==> src/include/nmpc_regs.vh <==
`ifndef NMPC_REGS_VH
`define NMPC_REGS_VH
// ************************************************************
// register offsets (byte addresses)
// ************************************************************
`define NMPC_OFF_CTRL 12'h000
`define NMPC_OFF_HDIV 12'h004
`define NMPC_OFF_NDIV 12'h008
`define NMPC_OFF_STAT 12'h00C
`define NMPC_OFF_ISTAT 12'h010
`define NMPC_OFF_IMASK 12'h014
`define NMPC_OFF_MAP 12'h020
// ************************************************************
// fields and reset values
// ************************************************************
`define NMPC_CTRL_RESTART 8
`define NMPC_IRQ_TO 0
`define NMPC_IRQ_INIT 1
`define NMPC_IRQ_DROP 2
`define NMPC_IRQ_OVF 3
`define NMPC_HDIV_RST 16'h0823
`define NMPC_NDIV_RST 16'h0823
// ************************************************************
// timing
// ************************************************************
`define NMPC_CLK_HZ 20000000
`define NMPC_SVC_BAUD 9600
`define NMPC_SVC_DIV (`NMPC_CLK_HZ / `NMPC_SVC_BAUD)
`define NMPC_RESP_TO_US 10000
// ************************************************************
// addresses and characters
// ************************************************************
`define NMPC_MASTER_ADDR 7'h00
`define NMPC_MAX_ADDR 7'h63
`define NMPC_CH_STX 8'h02
`define NMPC_CH_CR 8'h0D
`define NMPC_CH_LF 8'h0A
`define NMPC_CH_ZERO 8'h30
`define NMPC_CH_T 8'h54
`endif

==> src/hw/nmpc_uart_rx.v <==
`timescale 1ns/100ps
module nmpc_uart_rx (
	input wire core_clk,
	input wire resetn,
	input wire [15:0] div,
	input wire rxd,
	output reg [7:0] data,
	output reg valid
);
	reg busy;
	reg [15:0] cnt;
	reg [3:0] bitn;
	reg [7:0] sh;

	// 8 data bits, one stop bit, no parity; samples mid-bit
	always @(posedge core_clk or negedge resetn) begin
		if (!resetn) begin
			busy <= 1'b0;
			cnt <= 16'h0000;
			bitn <= 4'h0;
			sh <= 8'h00;
			data <= 8'h00;
			valid <= 1'b0;
		end else begin
			valid <= 1'b0;
			if (!busy) begin
				if (!rxd) begin
					busy <= 1'b1;
					cnt <= {1'b0, div[15:1]};
					bitn <= 4'h0;
				end
			end else if (cnt != 16'h0000) begin
				cnt <= cnt - 16'h0001;
			end else begin
				cnt <= div - 16'h0001;
				bitn <= bitn + 4'h1;
				if (bitn == 4'h0) begin
					if (rxd)
						busy <= 1'b0;
				end else if (bitn == 4'h9) begin
					busy <= 1'b0;
					if (rxd) begin
						data <= sh;
						valid <= 1'b1;
					end
				end else begin
					sh <= {rxd, sh[7:1]};
				end
			end
		end
	end
endmodule

==> src/hw/nmpc_uart_tx.v <==
`timescale 1ns/100ps
module nmpc_uart_tx (
	input wire core_clk,
	input wire resetn,
	input wire [15:0] div,
	input wire [7:0] data,
	input wire start,
	output reg busy,
	output reg txd
);
	reg [15:0] cnt;
	reg [3:0] bitn;
	reg [8:0] sh;

	// start is taken only while busy is low
	always @(posedge core_clk or negedge resetn) begin
		if (!resetn) begin
			busy <= 1'b0;
			txd <= 1'b1;
			cnt <= 16'h0000;
			bitn <= 4'h0;
			sh <= 9'h1FF;
		end else if (!busy) begin
			if (start) begin
				busy <= 1'b1;
				txd <= 1'b0;
				sh <= {1'b1, data};
				cnt <= div - 16'h0001;
				bitn <= 4'h0;
			end
		end else if (cnt != 16'h0000) begin
			cnt <= cnt - 16'h0001;
		end else begin
			cnt <= div - 16'h0001;
			bitn <= bitn + 4'h1;
			if (bitn == 4'h9) begin
				busy <= 1'b0;
			end else begin
				txd <= sh[0];
				sh <= {1'b1, sh[8:1]};
			end
		end
	end
endmodule

==> src/hw/nmpc_top.v <==
// Overview of operation
// - master is address zero; switch never sets own address, zero never forwarded.
// - address switch value is the highest slave address polled.
// - after reset, probe every slave from one to highest address; code reads the switch as zero at reset exit and probes only after restart.
// - unanswered probe sends two address digits then T to the active port (host, or service port in service mode).
// - after time-outs the master keeps running and serves answering slaves.
// - timed-out slaves are marked inaccessible; frames to them are dropped.
// - third switch on selects service mode for commands from service port.
// - service switch off: service port only mirrors, its input is dropped.
// - in service mode host port is disconnected, service port is sole path.
// - service mode uses fixed 9600 baud, 8 data bits, 1 stop.
// - service port has no parity and no handshake lines.
// - frame is STX, two address digits, payload, CR, LF.
// - address is two ASCII decimal digits, high first, naming the slave.
// - switching back to host reconnects host port without reset.
// - host position: service port copies host transmit line unchanged.
// - outside service mode host port commands go to addressed slaves.
// - software highest address used only when the switch reads zero.
//
// The APB register port and the register offsets were left to the implementer.
`timescale 1ns/100ps
`include "nmpc_regs.vh"
module nmpc_top #(
	parameter [31:0] RESP_TO_CYC = `NMPC_RESP_TO_US * (`NMPC_CLK_HZ / 1000000)
) (
	input wire core_clk,
	input wire resetn,
	input wire [11:0] paddr,
	input wire psel,
	input wire penable,
	input wire pwrite,
	input wire [31:0] pwdata,
	output reg [31:0] prdata,
	output wire pready,
	output reg pslverr,
	output wire irq,
	input wire [6:0] addr_sw,
	input wire svc_sw,
	input wire host_rxd,
	output wire host_txd,
	input wire svc_rxd,
	output reg svc_txd,
	input wire net_rxd,
	output wire net_txd,
	output wire net_oe_n,
	output reg net_ok
);
	localparam [31:0] SVC_DIV_W = `NMPC_SVC_DIV;
	localparam [15:0] SVC_DIV = SVC_DIV_W[15:0];
	localparam [4:0] P_START = 5'h01, P_PROBE = 5'h02, P_WAIT = 5'h04;
	localparam [4:0] P_REPORT = 5'h08, P_DONE = 5'h10;
	localparam [4:0] C_IDLE = 5'h01, C_HI = 5'h02, C_LO = 5'h04;
	localparam [4:0] C_HDR = 5'h08, C_BODY = 5'h10;

	// ************************************************************
	// helpers
	// ************************************************************
	function [15:0] nmpc_digits;
		input [6:0] n;
		reg [6:0] t;
		begin
			t = n / 7'd10;
			nmpc_digits = {`NMPC_CH_ZERO + {1'b0, t}, `NMPC_CH_ZERO + {1'b0, n - t * 7'd10}};
		end
	endfunction

	function [7:0] nmpc_addr;
		input [7:0] hi;
		input [7:0] lo;
		reg [7:0] hd;
		reg [7:0] ld;
		begin
			hd = hi - `NMPC_CH_ZERO;
			ld = lo - `NMPC_CH_ZERO;
			nmpc_addr = {(hd < 8'h0A) && (ld < 8'h0A), hd[6:0] * 7'd10 + ld[6:0]};
		end
	endfunction

	function [6:0] nmpc_clamp;
		input [6:0] n;
		begin
			nmpc_clamp = (n > `NMPC_MAX_ADDR) ? `NMPC_MAX_ADDR : n;
		end
	endfunction

	// ************************************************************
	// pin synchronisers
	// ************************************************************
	reg [10:0] pin_s1;
	reg [10:0] pin_s2;
	always @(posedge core_clk or negedge resetn) begin
		if (!resetn) begin
			pin_s1 <= 11'h007;
			pin_s2 <= 11'h007;
		end else begin
			pin_s1 <= {addr_sw, svc_sw, host_rxd, svc_rxd, net_rxd};
			pin_s2 <= pin_s1;
		end
	end
	wire [6:0] sw_addr = pin_s2[10:4];
	wire svc_mode = pin_s2[3];

	// ************************************************************
	// registers and APB
	// ************************************************************
	reg [6:0] sw_last;
	reg [15:0] host_div;
	reg [15:0] net_div;
	reg [3:0] istat;
	reg [3:0] imask;
	reg [127:0] alive_map;
	reg [6:0] last_addr;
	reg any_to;
	reg [4:0] pstate;
	reg [31:0] rd_mux;
	reg rd_hit;
	wire wr = psel & penable & pwrite;
	wire restart = wr && (paddr == `NMPC_OFF_CTRL) && pwdata[`NMPC_CTRL_RESTART];
	wire [3:0] ev;
	assign pready = 1'b1;
	assign irq = |(istat & imask);

	always @* begin
		rd_hit = 1'b1;
		rd_mux = 32'h00000000;
		case (paddr)
			`NMPC_OFF_CTRL: rd_mux = {25'h0000000, sw_last};
			`NMPC_OFF_HDIV: rd_mux = {16'h0000, host_div};
			`NMPC_OFF_NDIV: rd_mux = {16'h0000, net_div};
			`NMPC_OFF_STAT: rd_mux = {17'h00000, last_addr, 5'h00, any_to, svc_mode,
				pstate == P_DONE};
			`NMPC_OFF_ISTAT: rd_mux = {28'h0000000, istat};
			`NMPC_OFF_IMASK: rd_mux = {28'h0000000, imask};
			12'h020: rd_mux = alive_map[31:0];
			12'h024: rd_mux = alive_map[63:32];
			12'h028: rd_mux = alive_map[95:64];
			12'h02C: rd_mux = alive_map[127:96];
			default: rd_hit = 1'b0;
		endcase
	end

	always @(posedge core_clk or negedge resetn) begin
		if (!resetn) begin
			prdata <= 32'h00000000;
			pslverr <= 1'b0;
			sw_last <= 7'h00;
			host_div <= `NMPC_HDIV_RST;
			net_div <= `NMPC_NDIV_RST;
			imask <= 4'h0;
			istat <= 4'h0;
		end else begin
			if (psel && !penable) begin
				prdata <= rd_mux;
				pslverr <= !rd_hit;
			end
			if (wr && paddr == `NMPC_OFF_CTRL)
				sw_last <= pwdata[6:0];
			if (wr && paddr == `NMPC_OFF_HDIV)
				host_div <= pwdata[15:0];
			if (wr && paddr == `NMPC_OFF_NDIV)
				net_div <= pwdata[15:0];
			if (wr && paddr == `NMPC_OFF_IMASK)
				imask <= pwdata[3:0];
			// new events win over a write-one clear
			istat <= (istat & ~((wr && paddr == `NMPC_OFF_ISTAT) ? pwdata[3:0] : 4'h0)) | ev;
		end
	end

	// ************************************************************
	// serial ports
	// ************************************************************
	wire [7:0] host_rx_data;
	wire host_rx_valid;
	wire [7:0] svc_rx_data;
	wire svc_rx_valid;
	wire [7:0] net_rx_data;
	wire net_rx_valid;
	wire host_busy;
	wire svc_busy;
	wire svc_tx_line;
	wire net_busy;
	reg out_start;
	reg [7:0] out_data;
	reg net_start;
	reg [7:0] net_data;
	wire out_busy = svc_mode ? svc_busy : host_busy;

	nmpc_uart_rx u_host_rx (.core_clk(core_clk), .resetn(resetn), .div(host_div),
		.rxd(pin_s2[2]), .data(host_rx_data), .valid(host_rx_valid));
	nmpc_uart_rx u_svc_rx (.core_clk(core_clk), .resetn(resetn), .div(SVC_DIV),
		.rxd(pin_s2[1]), .data(svc_rx_data), .valid(svc_rx_valid));
	nmpc_uart_rx u_net_rx (.core_clk(core_clk), .resetn(resetn), .div(net_div),
		.rxd(pin_s2[0]), .data(net_rx_data), .valid(net_rx_valid));
	// host transmitter silent in service mode
	nmpc_uart_tx u_host_tx (.core_clk(core_clk), .resetn(resetn), .div(host_div),
		.data(out_data), .start(out_start & !svc_mode), .busy(host_busy), .txd(host_txd));
	nmpc_uart_tx u_svc_tx (.core_clk(core_clk), .resetn(resetn), .div(SVC_DIV),
		.data(out_data), .start(out_start & svc_mode), .busy(svc_busy), .txd(svc_tx_line));
	nmpc_uart_tx u_net_tx (.core_clk(core_clk), .resetn(resetn), .div(net_div),
		.data(net_data), .start(net_start), .busy(net_busy), .txd(net_txd));
	assign net_oe_n = ~net_busy;

	// monitor copies host line bit for bit outside service mode
	always @(posedge core_clk or negedge resetn) begin
		if (!resetn)
			svc_txd <= 1'b1;
		else
			svc_txd <= svc_mode ? svc_tx_line : host_txd;
	end

	// ************************************************************
	// start-up polling
	// ************************************************************
	reg [6:0] poll_addr;
	reg [2:0] pidx;
	reg [31:0] timer;
	reg got_reply;
	reg to_ev;
	reg init_ev;
	reg ovf_ev;
	reg drop_ev;
	reg [7:0] rp_data;
	reg rp_full;
	wire [15:0] poll_dig = nmpc_digits(poll_addr);
	wire poll_last = (poll_addr == last_addr);
	wire done = (pstate == P_DONE);
	assign ev = {ovf_ev, drop_ev, init_ev, to_ev};

	always @* begin
		out_start = 1'b0;
		out_data = rp_data;
		if (pstate == P_REPORT && !out_busy) begin
			out_start = 1'b1;
			case (pidx)
				3'h0: out_data = poll_dig[15:8];
				3'h1: out_data = poll_dig[7:0];
				default: out_data = `NMPC_CH_T;
			endcase
		end else if (done && rp_full && !out_busy) begin
			out_start = 1'b1;
		end
	end

	always @(posedge core_clk or negedge resetn) begin
		if (!resetn) begin
			pstate <= P_START;
			poll_addr <= 7'h01;
			last_addr <= 7'h00;
			pidx <= 3'h0;
			timer <= 32'h00000000;
			got_reply <= 1'b0;
			alive_map <= 128'h0;
			any_to <= 1'b0;
			to_ev <= 1'b0;
			init_ev <= 1'b0;
			net_ok <= 1'b0;
		end else begin
			to_ev <= 1'b0;
			init_ev <= 1'b0;
			net_ok <= done && !any_to;
			case (pstate)
				P_START: begin
					// software value only when switch is zero
					last_addr <= (sw_addr != 7'h00) ? nmpc_clamp(sw_addr) : nmpc_clamp(sw_last);
					// probing skips the master's own address
					poll_addr <= `NMPC_MASTER_ADDR + 7'h01;
					pidx <= 3'h0;
					alive_map <= 128'h0;
					any_to <= 1'b0;
					if (sw_addr == 7'h00 && sw_last == 7'h00) begin
						pstate <= P_DONE;
						init_ev <= 1'b1;
					end else begin
						pstate <= P_PROBE;
					end
				end
				P_PROBE: begin
					if (!net_busy) begin
						pidx <= pidx + 3'h1;
						if (pidx == 3'h4) begin
							pidx <= 3'h0;
							timer <= 32'h00000000;
							got_reply <= 1'b0;
							pstate <= P_WAIT;
						end
					end
				end
				P_WAIT: begin
					timer <= timer + 32'h00000001;
					if (net_rx_valid)
						got_reply <= 1'b1;
					if ((net_rx_valid && net_rx_data == `NMPC_CH_LF) ||
						(timer == RESP_TO_CYC - 32'h00000001 && got_reply)) begin
						alive_map[poll_addr] <= 1'b1;
						pidx <= 3'h0;
						if (poll_last) begin
							pstate <= P_DONE;
							init_ev <= 1'b1;
						end else begin
							poll_addr <= poll_addr + 7'h01;
							pstate <= P_PROBE;
						end
					end else if (timer == RESP_TO_CYC - 32'h00000001) begin
						to_ev <= 1'b1;
						any_to <= 1'b1;
						pidx <= 3'h0;
						pstate <= P_REPORT;
					end
				end
				P_REPORT: begin
					if (!out_busy) begin
						pidx <= pidx + 3'h1;
						if (pidx == 3'h2) begin
							pidx <= 3'h0;
							if (poll_last) begin
								pstate <= P_DONE;
								init_ev <= 1'b1;
							end else begin
								poll_addr <= poll_addr + 7'h01;
								pstate <= P_PROBE;
							end
						end
					end
				end
				P_DONE: begin
					if (restart)
						pstate <= P_START;
				end
				default: pstate <= P_START;
			endcase
		end
	end

	// network answers after start-up go to the active port
	always @(posedge core_clk or negedge resetn) begin
		if (!resetn) begin
			rp_data <= 8'h00;
			rp_full <= 1'b0;
		end else if (done && net_rx_valid) begin
			rp_data <= net_rx_data;
			rp_full <= 1'b1;
		end else if (out_start && pstate == P_DONE) begin
			rp_full <= 1'b0;
		end
	end

	// ************************************************************
	// command framing and forwarding
	// ************************************************************
	reg [4:0] cstate;
	reg [7:0] hi_ch;
	reg [7:0] lo_ch;
	reg [1:0] hidx;
	reg fwd;
	reg svc_mode_q;
	reg [7:0] q_mem [0:7];
	reg [3:0] wp;
	reg [3:0] rp;
	reg q_push;
	reg [7:0] q_wdata;
	// service input dropped in host position
	// host commands taken only outside service mode
	wire cmd_valid = done && (svc_mode ? svc_rx_valid : host_rx_valid);
	wire [7:0] cmd_data = svc_mode ? svc_rx_data : host_rx_data;
	wire [7:0] dec = nmpc_addr(hi_ch, cmd_data);
	wire q_empty = (wp == rp);
	wire q_full = (wp[2:0] == rp[2:0]) && (wp[3] != rp[3]);
	// two decimal digits name the slave
	// address zero is the master and never forwarded
	// frames to inaccessible slaves are dropped
	wire dest_ok = dec[7] && (dec[6:0] != `NMPC_MASTER_ADDR) && (dec[6:0] <= last_addr) &&
		alive_map[dec[6:0]];

	always @* begin
		q_push = 1'b0;
		q_wdata = cmd_data;
		if (cstate == C_HDR) begin
			q_push = 1'b1;
			case (hidx)
				2'h0: q_wdata = `NMPC_CH_STX;
				2'h1: q_wdata = hi_ch;
				default: q_wdata = lo_ch;
			endcase
		end else if (cstate == C_BODY && cmd_valid && fwd && cmd_data != `NMPC_CH_STX) begin
			q_push = 1'b1;
		end
		net_start = 1'b0;
		net_data = q_mem[rp[2:0]];
		if (pstate == P_PROBE && !net_busy) begin
			net_start = 1'b1;
			case (pidx)
				3'h0: net_data = `NMPC_CH_STX;
				3'h1: net_data = poll_dig[15:8];
				3'h2: net_data = poll_dig[7:0];
				3'h3: net_data = `NMPC_CH_CR;
				default: net_data = `NMPC_CH_LF;
			endcase
		end else if (done && !q_empty && !net_busy) begin
			net_start = 1'b1;
		end
	end

	always @(posedge core_clk) begin
		if (q_push && !q_full)
			q_mem[wp[2:0]] <= q_wdata;
	end

	always @(posedge core_clk or negedge resetn) begin
		if (!resetn) begin
			cstate <= C_IDLE;
			hi_ch <= 8'h00;
			lo_ch <= 8'h00;
			hidx <= 2'h0;
			fwd <= 1'b0;
			svc_mode_q <= 1'b0;
			wp <= 4'h0;
			rp <= 4'h0;
			ovf_ev <= 1'b0;
			drop_ev <= 1'b0;
		end else begin
			svc_mode_q <= svc_mode;
			ovf_ev <= q_push && q_full;
			drop_ev <= 1'b0;
			if (q_push && !q_full)
				wp <= wp + 4'h1;
			if (net_start && pstate == P_DONE)
				rp <= rp + 4'h1;
			// source change restarts framing, no reset needed
			if (svc_mode != svc_mode_q || !done) begin
				cstate <= C_IDLE;
			end else begin
				case (cstate)
					C_IDLE: if (cmd_valid && cmd_data == `NMPC_CH_STX) cstate <= C_HI;
					C_HI: begin
						if (cmd_valid) begin
							hi_ch <= cmd_data;
							cstate <= C_LO;
						end
					end
					C_LO: begin
						if (cmd_valid) begin
							lo_ch <= cmd_data;
							hidx <= 2'h0;
							fwd <= 1'b0;
							cstate <= dest_ok ? C_HDR : C_BODY;
							drop_ev <= !dest_ok;
						end
					end
					C_HDR: begin
						hidx <= hidx + 2'h1;
						if (hidx == 2'h2) begin
							fwd <= 1'b1;
							cstate <= C_BODY;
						end
					end
					C_BODY: begin
						if (cmd_valid && cmd_data == `NMPC_CH_LF)
							cstate <= C_IDLE;
						else if (cmd_valid && cmd_data == `NMPC_CH_STX)
							cstate <= C_HI;
					end
					default: cstate <= C_IDLE;
				endcase
			end
		end
	end
endmodule

==> config.mk <==
export PLATFORM = sky130hd
export DESIGN_NAME = nmpc_top
export DESIGN_NICKNAME = d
export VERILOG_FILES = /design/src/hw/nmpc_uart_rx.v /design/src/hw/nmpc_uart_tx.v /design/src/hw/nmpc_top.v
export VERILOG_INCLUDE_DIRS = /design/src /design/src/include
export SDC_FILE = /design/constraint.sdc
export NUM_CORES = 1
export LEC_CHECK = 0
export ABC_AREA = 0
export BUFFER_PORTS_ARGS = -buffer_cell sky130_fd_sc_hd__buf_2
export CORE_AREA = 2 2 265 267
export CTS_CLUSTER_DIAMETER = 200
export DETAILED_ROUTE_END_ITERATION = 8
export DIE_AREA = 0 0 267 269
export GPL_TIMING_DRIVEN = 1
export PLACE_DENSITY = 0.69
export SLEW_MARGIN = 30
export SYNTH_ARGS = -nofsm -noshare
export SYNTH_HDL_FRONTEND = slang
export SYNTH_SLANG_ARGS = --single-unit
==> constraint.sdc <==
create_clock -name core_clk -period 10.9 [get_ports core_clk]
set_input_delay 0.545 -clock core_clk [delete_from_list [all_inputs] [get_ports core_clk]]
set_output_delay 0.545 -clock core_clk [all_outputs]
set_load 0.1 [all_outputs]
==> run summary <==
Yosys printed 0 warnings. The run gives 44.4% as the starting density of the core. The tools report the kind of end point of the critical path as a flop. The logs give 3 for the buffer depth of the longest clock path and 0.0223 ns for the worst hold-check slack.

The detailed-route wire length per cell was 19.7 um. Broken down by cell family, the worst path's largest delay share belongs to simple AND/OR/NAND/NOR gates. TritonCTS built the clock tree. In the global route stage, overall resource usage came out at 21.9%.

For this run the aggregate overflow at the end of global routing stands at 0. Kind of critical path: flop to flop. The clock-pin slew of the registers on the worst-case setup and hold paths came out at 0.06 ns. The number of pins exceeding their max-slew limit in the final report is 0, and the max capacitance violation total is 0. Of all nets on the critical path, the largest fanout is 16. For the total via count in the routed design, the log shows 23,300. Walking the worst path, the cells encountered are nand2_1 > nor3_2 > a31oi_1 > o21ai_0 > ha_1 > nor3b_1 > a21oi_1 > o21ba_2 > o221ai_1 > a21o_1 > ha_1 > ha_1 > fa_1 > inv_1 > ha_1 > xnor2_1 > inv_1 > ha_1 > xnor3_1 > or3_1 > a221oi_1 > a21o_1. After clock tree synthesis, the repair step resized 0 gates.

The run gives 0 as the number of antenna violations at the first check in global routing. Via density per instance: 5.79. The slowest stage of the critical path is the sky130_fd_sc_hd__nor3_2 cell. The horizontal die dimension was 267 um. The number of flops mapped to enable cells by yosys is 64. The first global-routing pass estimated 124,000 um of wire.

The tree is rooted in a sky130_fd_sc_hd__clkbuf_16. The number of port buffers came out at 82. The number of distinct library cells after synthesis is 92, and the final critical path time including I/O delays and setup is 6.36 ns. The signal arrival time at the worst endpoint was 6.93 ns; the maximum clock frequency was 157 MHz. The tools report the count of unresolved DRC violations after routing as 0. The final number of setup-violating endpoints is 0. At the later pin of the worst-skew pair, clock insertion delay measures 0.63 ns. Setup slack on the critical path of the routed design comes to 4.54 ns. Counting every net in the synthesized netlist gives 3,134. The number of clock buffers added by TritonCTS is 67. The run gives 4.66 ns as the worst setup slack before clock tree synthesis. Vertical extent of the die: 269 um.

The async set-reset flop share out of synthesis was 89.4%; the growth of design area from synthesis to finish was 11.7%. The logs give 6 for the number of optimization iterations in the first detailed-route pass and 0.873 for the weighted congestion at the end of routability-driven global placement. The cell area that synthesis handed to floorplanning was 0.0308 mm^2. In this run the static leakage power is 14.8 nW. For this run, the post-layout net count is 3,167. For this run, the leading register cell type out of synthesis is sky130_fd_sc_hd__dfrtp_1. The H-tree was split into 3 levels.

The via count of the first global-routing pass came out at 22,000. 0 antenna diodes ended up in the layout. The finished layout holds 4,022 standard cells, fillers aside. The run gives 0.0693 mm^2 as the core area. The clock sink count was 602; the number of setup buffers added after CTS was 0. The instance count after placement with tap cells included is 3,898, and the number of fillers in the final layout is 6,317.

Detailed placement ended at an HPWL of 53,700 um. Number of I/O pins: 100. On the worst path, the slowest cell contributes a delay of 0.73 ns. The run finished with clean final reports.

The detail route stage leaves a number of antenna-violating nets equal to 0. Summing the sequential cell areas from Yosys gives 50.1% of the chip area. The path class of the tightest hold or removal check is primary input to flop. In the final timing run, aggregate negative setup slack is 0 ns.

Setup repair after global routing left no endpoint under its margin. The tools report the critical path startpoint category as a flop. The violation count after the first detailed-routing iteration was 2,068.

Maximum ir drop on the vdd rail: 139 uV. The aggregate routed wire length came out at 79,100 um. The number of buffers and inverters on the critical path is 2. Entering global routing, the biggest net connects 165 pins. Counting flops and latches in the post-synthesis netlist gives 602. The transition at the pin with the smallest max-transition slack came out at 1.07 ns. The headroom to the max-slew limit came out at 28.6%.

The die covers 0.0718 mm^2. The floorplan has 97 rows. Dominant cell type by count on the critical path: sky130_fd_sc_hd__ha_1. Clock skew on the completed layout was measured at 0.0341 ns.

The final number of hold-violating endpoints was 0; the gate count after technology mapping was 2,997. Dividing the final minimum period by the clock period gives 58.3%. A synthesized cell averages 10.3 um^2. The ratio of cells with drive above 1 in the final layout is 15.9%. The power per unit of standard cell area is 186 mW/mm^2.

The required time at the endpoint of the critical path was 11.47 ns.
==> final timing paths <==
check                                         start                           end  slack, ns  cells after the start
max                        poll_addr[5]$_DFFE_PN0P_    u_net_tx.sh[6]$_DFFE_PN1P_       4.54                     22
min                                      addr_sw[3]           pin_s1[7]$_DFF_PN0_       0.02                      1
max reg2reg                poll_addr[5]$_DFFE_PN0P_    u_net_tx.sh[6]$_DFFE_PN1P_       4.54                     22
min reg2reg                     pin_s1[3]$_DFF_PN0_           pin_s2[3]$_DFF_PN0_       0.35                      0
max in group asynchronous                    resetn   u_svc_rx.cnt[7]$_DFFE_PN0P_       8.48                      4
min in group asynchronous                    resetn  u_svc_tx.cnt[13]$_DFFE_PN0P_       0.58                      2
==> flip-flops by register name, summed over array words and instances (netlist names), 16 cells and up <==
| register | cells |
|---|---|
| timer | 32 |
| u_host_tx.cnt | 16 |
| u_svc_tx.cnt | 16 |
| q_mem | 64 |
| u_svc_rx.cnt | 16 |
| host_div | 16 |
| alive_map | 128 |
| prdata | 32 |
| net_div | 16 |
| u_net_tx.cnt | 16 |
| u_host_rx.cnt | 16 |
| u_net_rx.cnt | 16 |
==> cells in the mapped netlist, drive strengths merged, types with 22 or more instances <==
library cell    n  share of area (%)
o21ai         219                3.6
nand4          27               0.55
buf            34               0.65
xor2           70                2.0
dfrtp         493                 40
nor2          326                4.0
a22o           25               0.71
inv            81               0.99
dfstp          45                3.8
mux4           44                3.2
ha             73                3.0
edfxtp         64                6.2
nor4           35               0.79
nor2b          22               0.46
nand2         279                3.4
a21oi         245                4.0
a21o           28               0.68
a221oi         42                1.2
clkbuf        119                1.5
nand3          62                1.0
o211ai         35               0.85
mux2          111                4.1
mux2i          65                2.1
xnor2          66                1.9
nor3           74                1.3
nand2b         30               0.61
a22oi          32               0.78
==> logic make-up after synthesis <==
family / count (synthesis) / synth area share (%)
XOR/XNOR: 137 / 3.97
adder cells (fa/ha/maj): 77 / 3.23
AND/OR/NAND/NOR: 968 / 15.0
buffers and inverters: 235 / 3.10
multiplexers: 220 / 9.39
AO/OA/AOI/OAI: 757 / 15.2
other: 1 / 0.0122
flip-flops: 602 / 50.1
==> repair_timing <==
action,in CTS,in global routing
endpoints found under the setup margin,0,0
hold endpoints to repair,8,0
hold buffers,2,0
==> layer usage <==
metal  track usage (%)  up-vias  routed length [um]
li1                  -    10900                   -
met1              30.5    11500               34500
met2              34.0      738               36500
met3              4.76      173                5330
met4              7.64        0                2760
met5                 0        -                   0
==> cell usage in the layout, fill, tap and decap left out, types with 68 or more instances in the layout <==
cell type,synthesis,layout
sky130_fd_sc_hd__inv_1,80,80
sky130_fd_sc_hd__o21ai_0,214,214
sky130_fd_sc_hd__a21oi_1,244,243
sky130_fd_sc_hd__ha_1,73,73
sky130_fd_sc_hd__nand2_1,277,277
sky130_fd_sc_hd__mux2_2,111,111
sky130_fd_sc_hd__dfrtp_1,493,493
sky130_fd_sc_hd__xor2_1,70,70
sky130_fd_sc_hd__buf_2,12,81
sky130_fd_sc_hd__clkbuf_16,0,68
sky130_fd_sc_hd__nor2_1,322,311
==> through the flow <==
step,area (um^2),util [%],total power [mW]
after detailed placement,32100,46.3,4.12
after global routing,34400,49.6,6.71
after floorplan,30800,-,3.75
after CTS,34300,49.5,6.40
final,34400,49.6,6.39
after global placement,32000,46.2,4.09
==> power by group <==
part	internal, mW	total [mW]	switching, mW	leakage (nW)
logic	0.457	1.27	0.813	6.23
registers	2.54	2.84	0.301	7.51
clock network	1.33	2.28	0.946	1.09
==> cell type report <==
type	instances	area [um^2]	share of cell area, %
inverters	82	308	0.895
flip-flops and latches	602	15400	44.9
repair buffers	117	732	2.13
clock buffers	99	2010	5.84
multi-input cells	2160	14500	42.2
well taps	940	1180	3.42
clock inverters	22	211	0.615
Note: power is estimated with default switching activity, not from simulation.
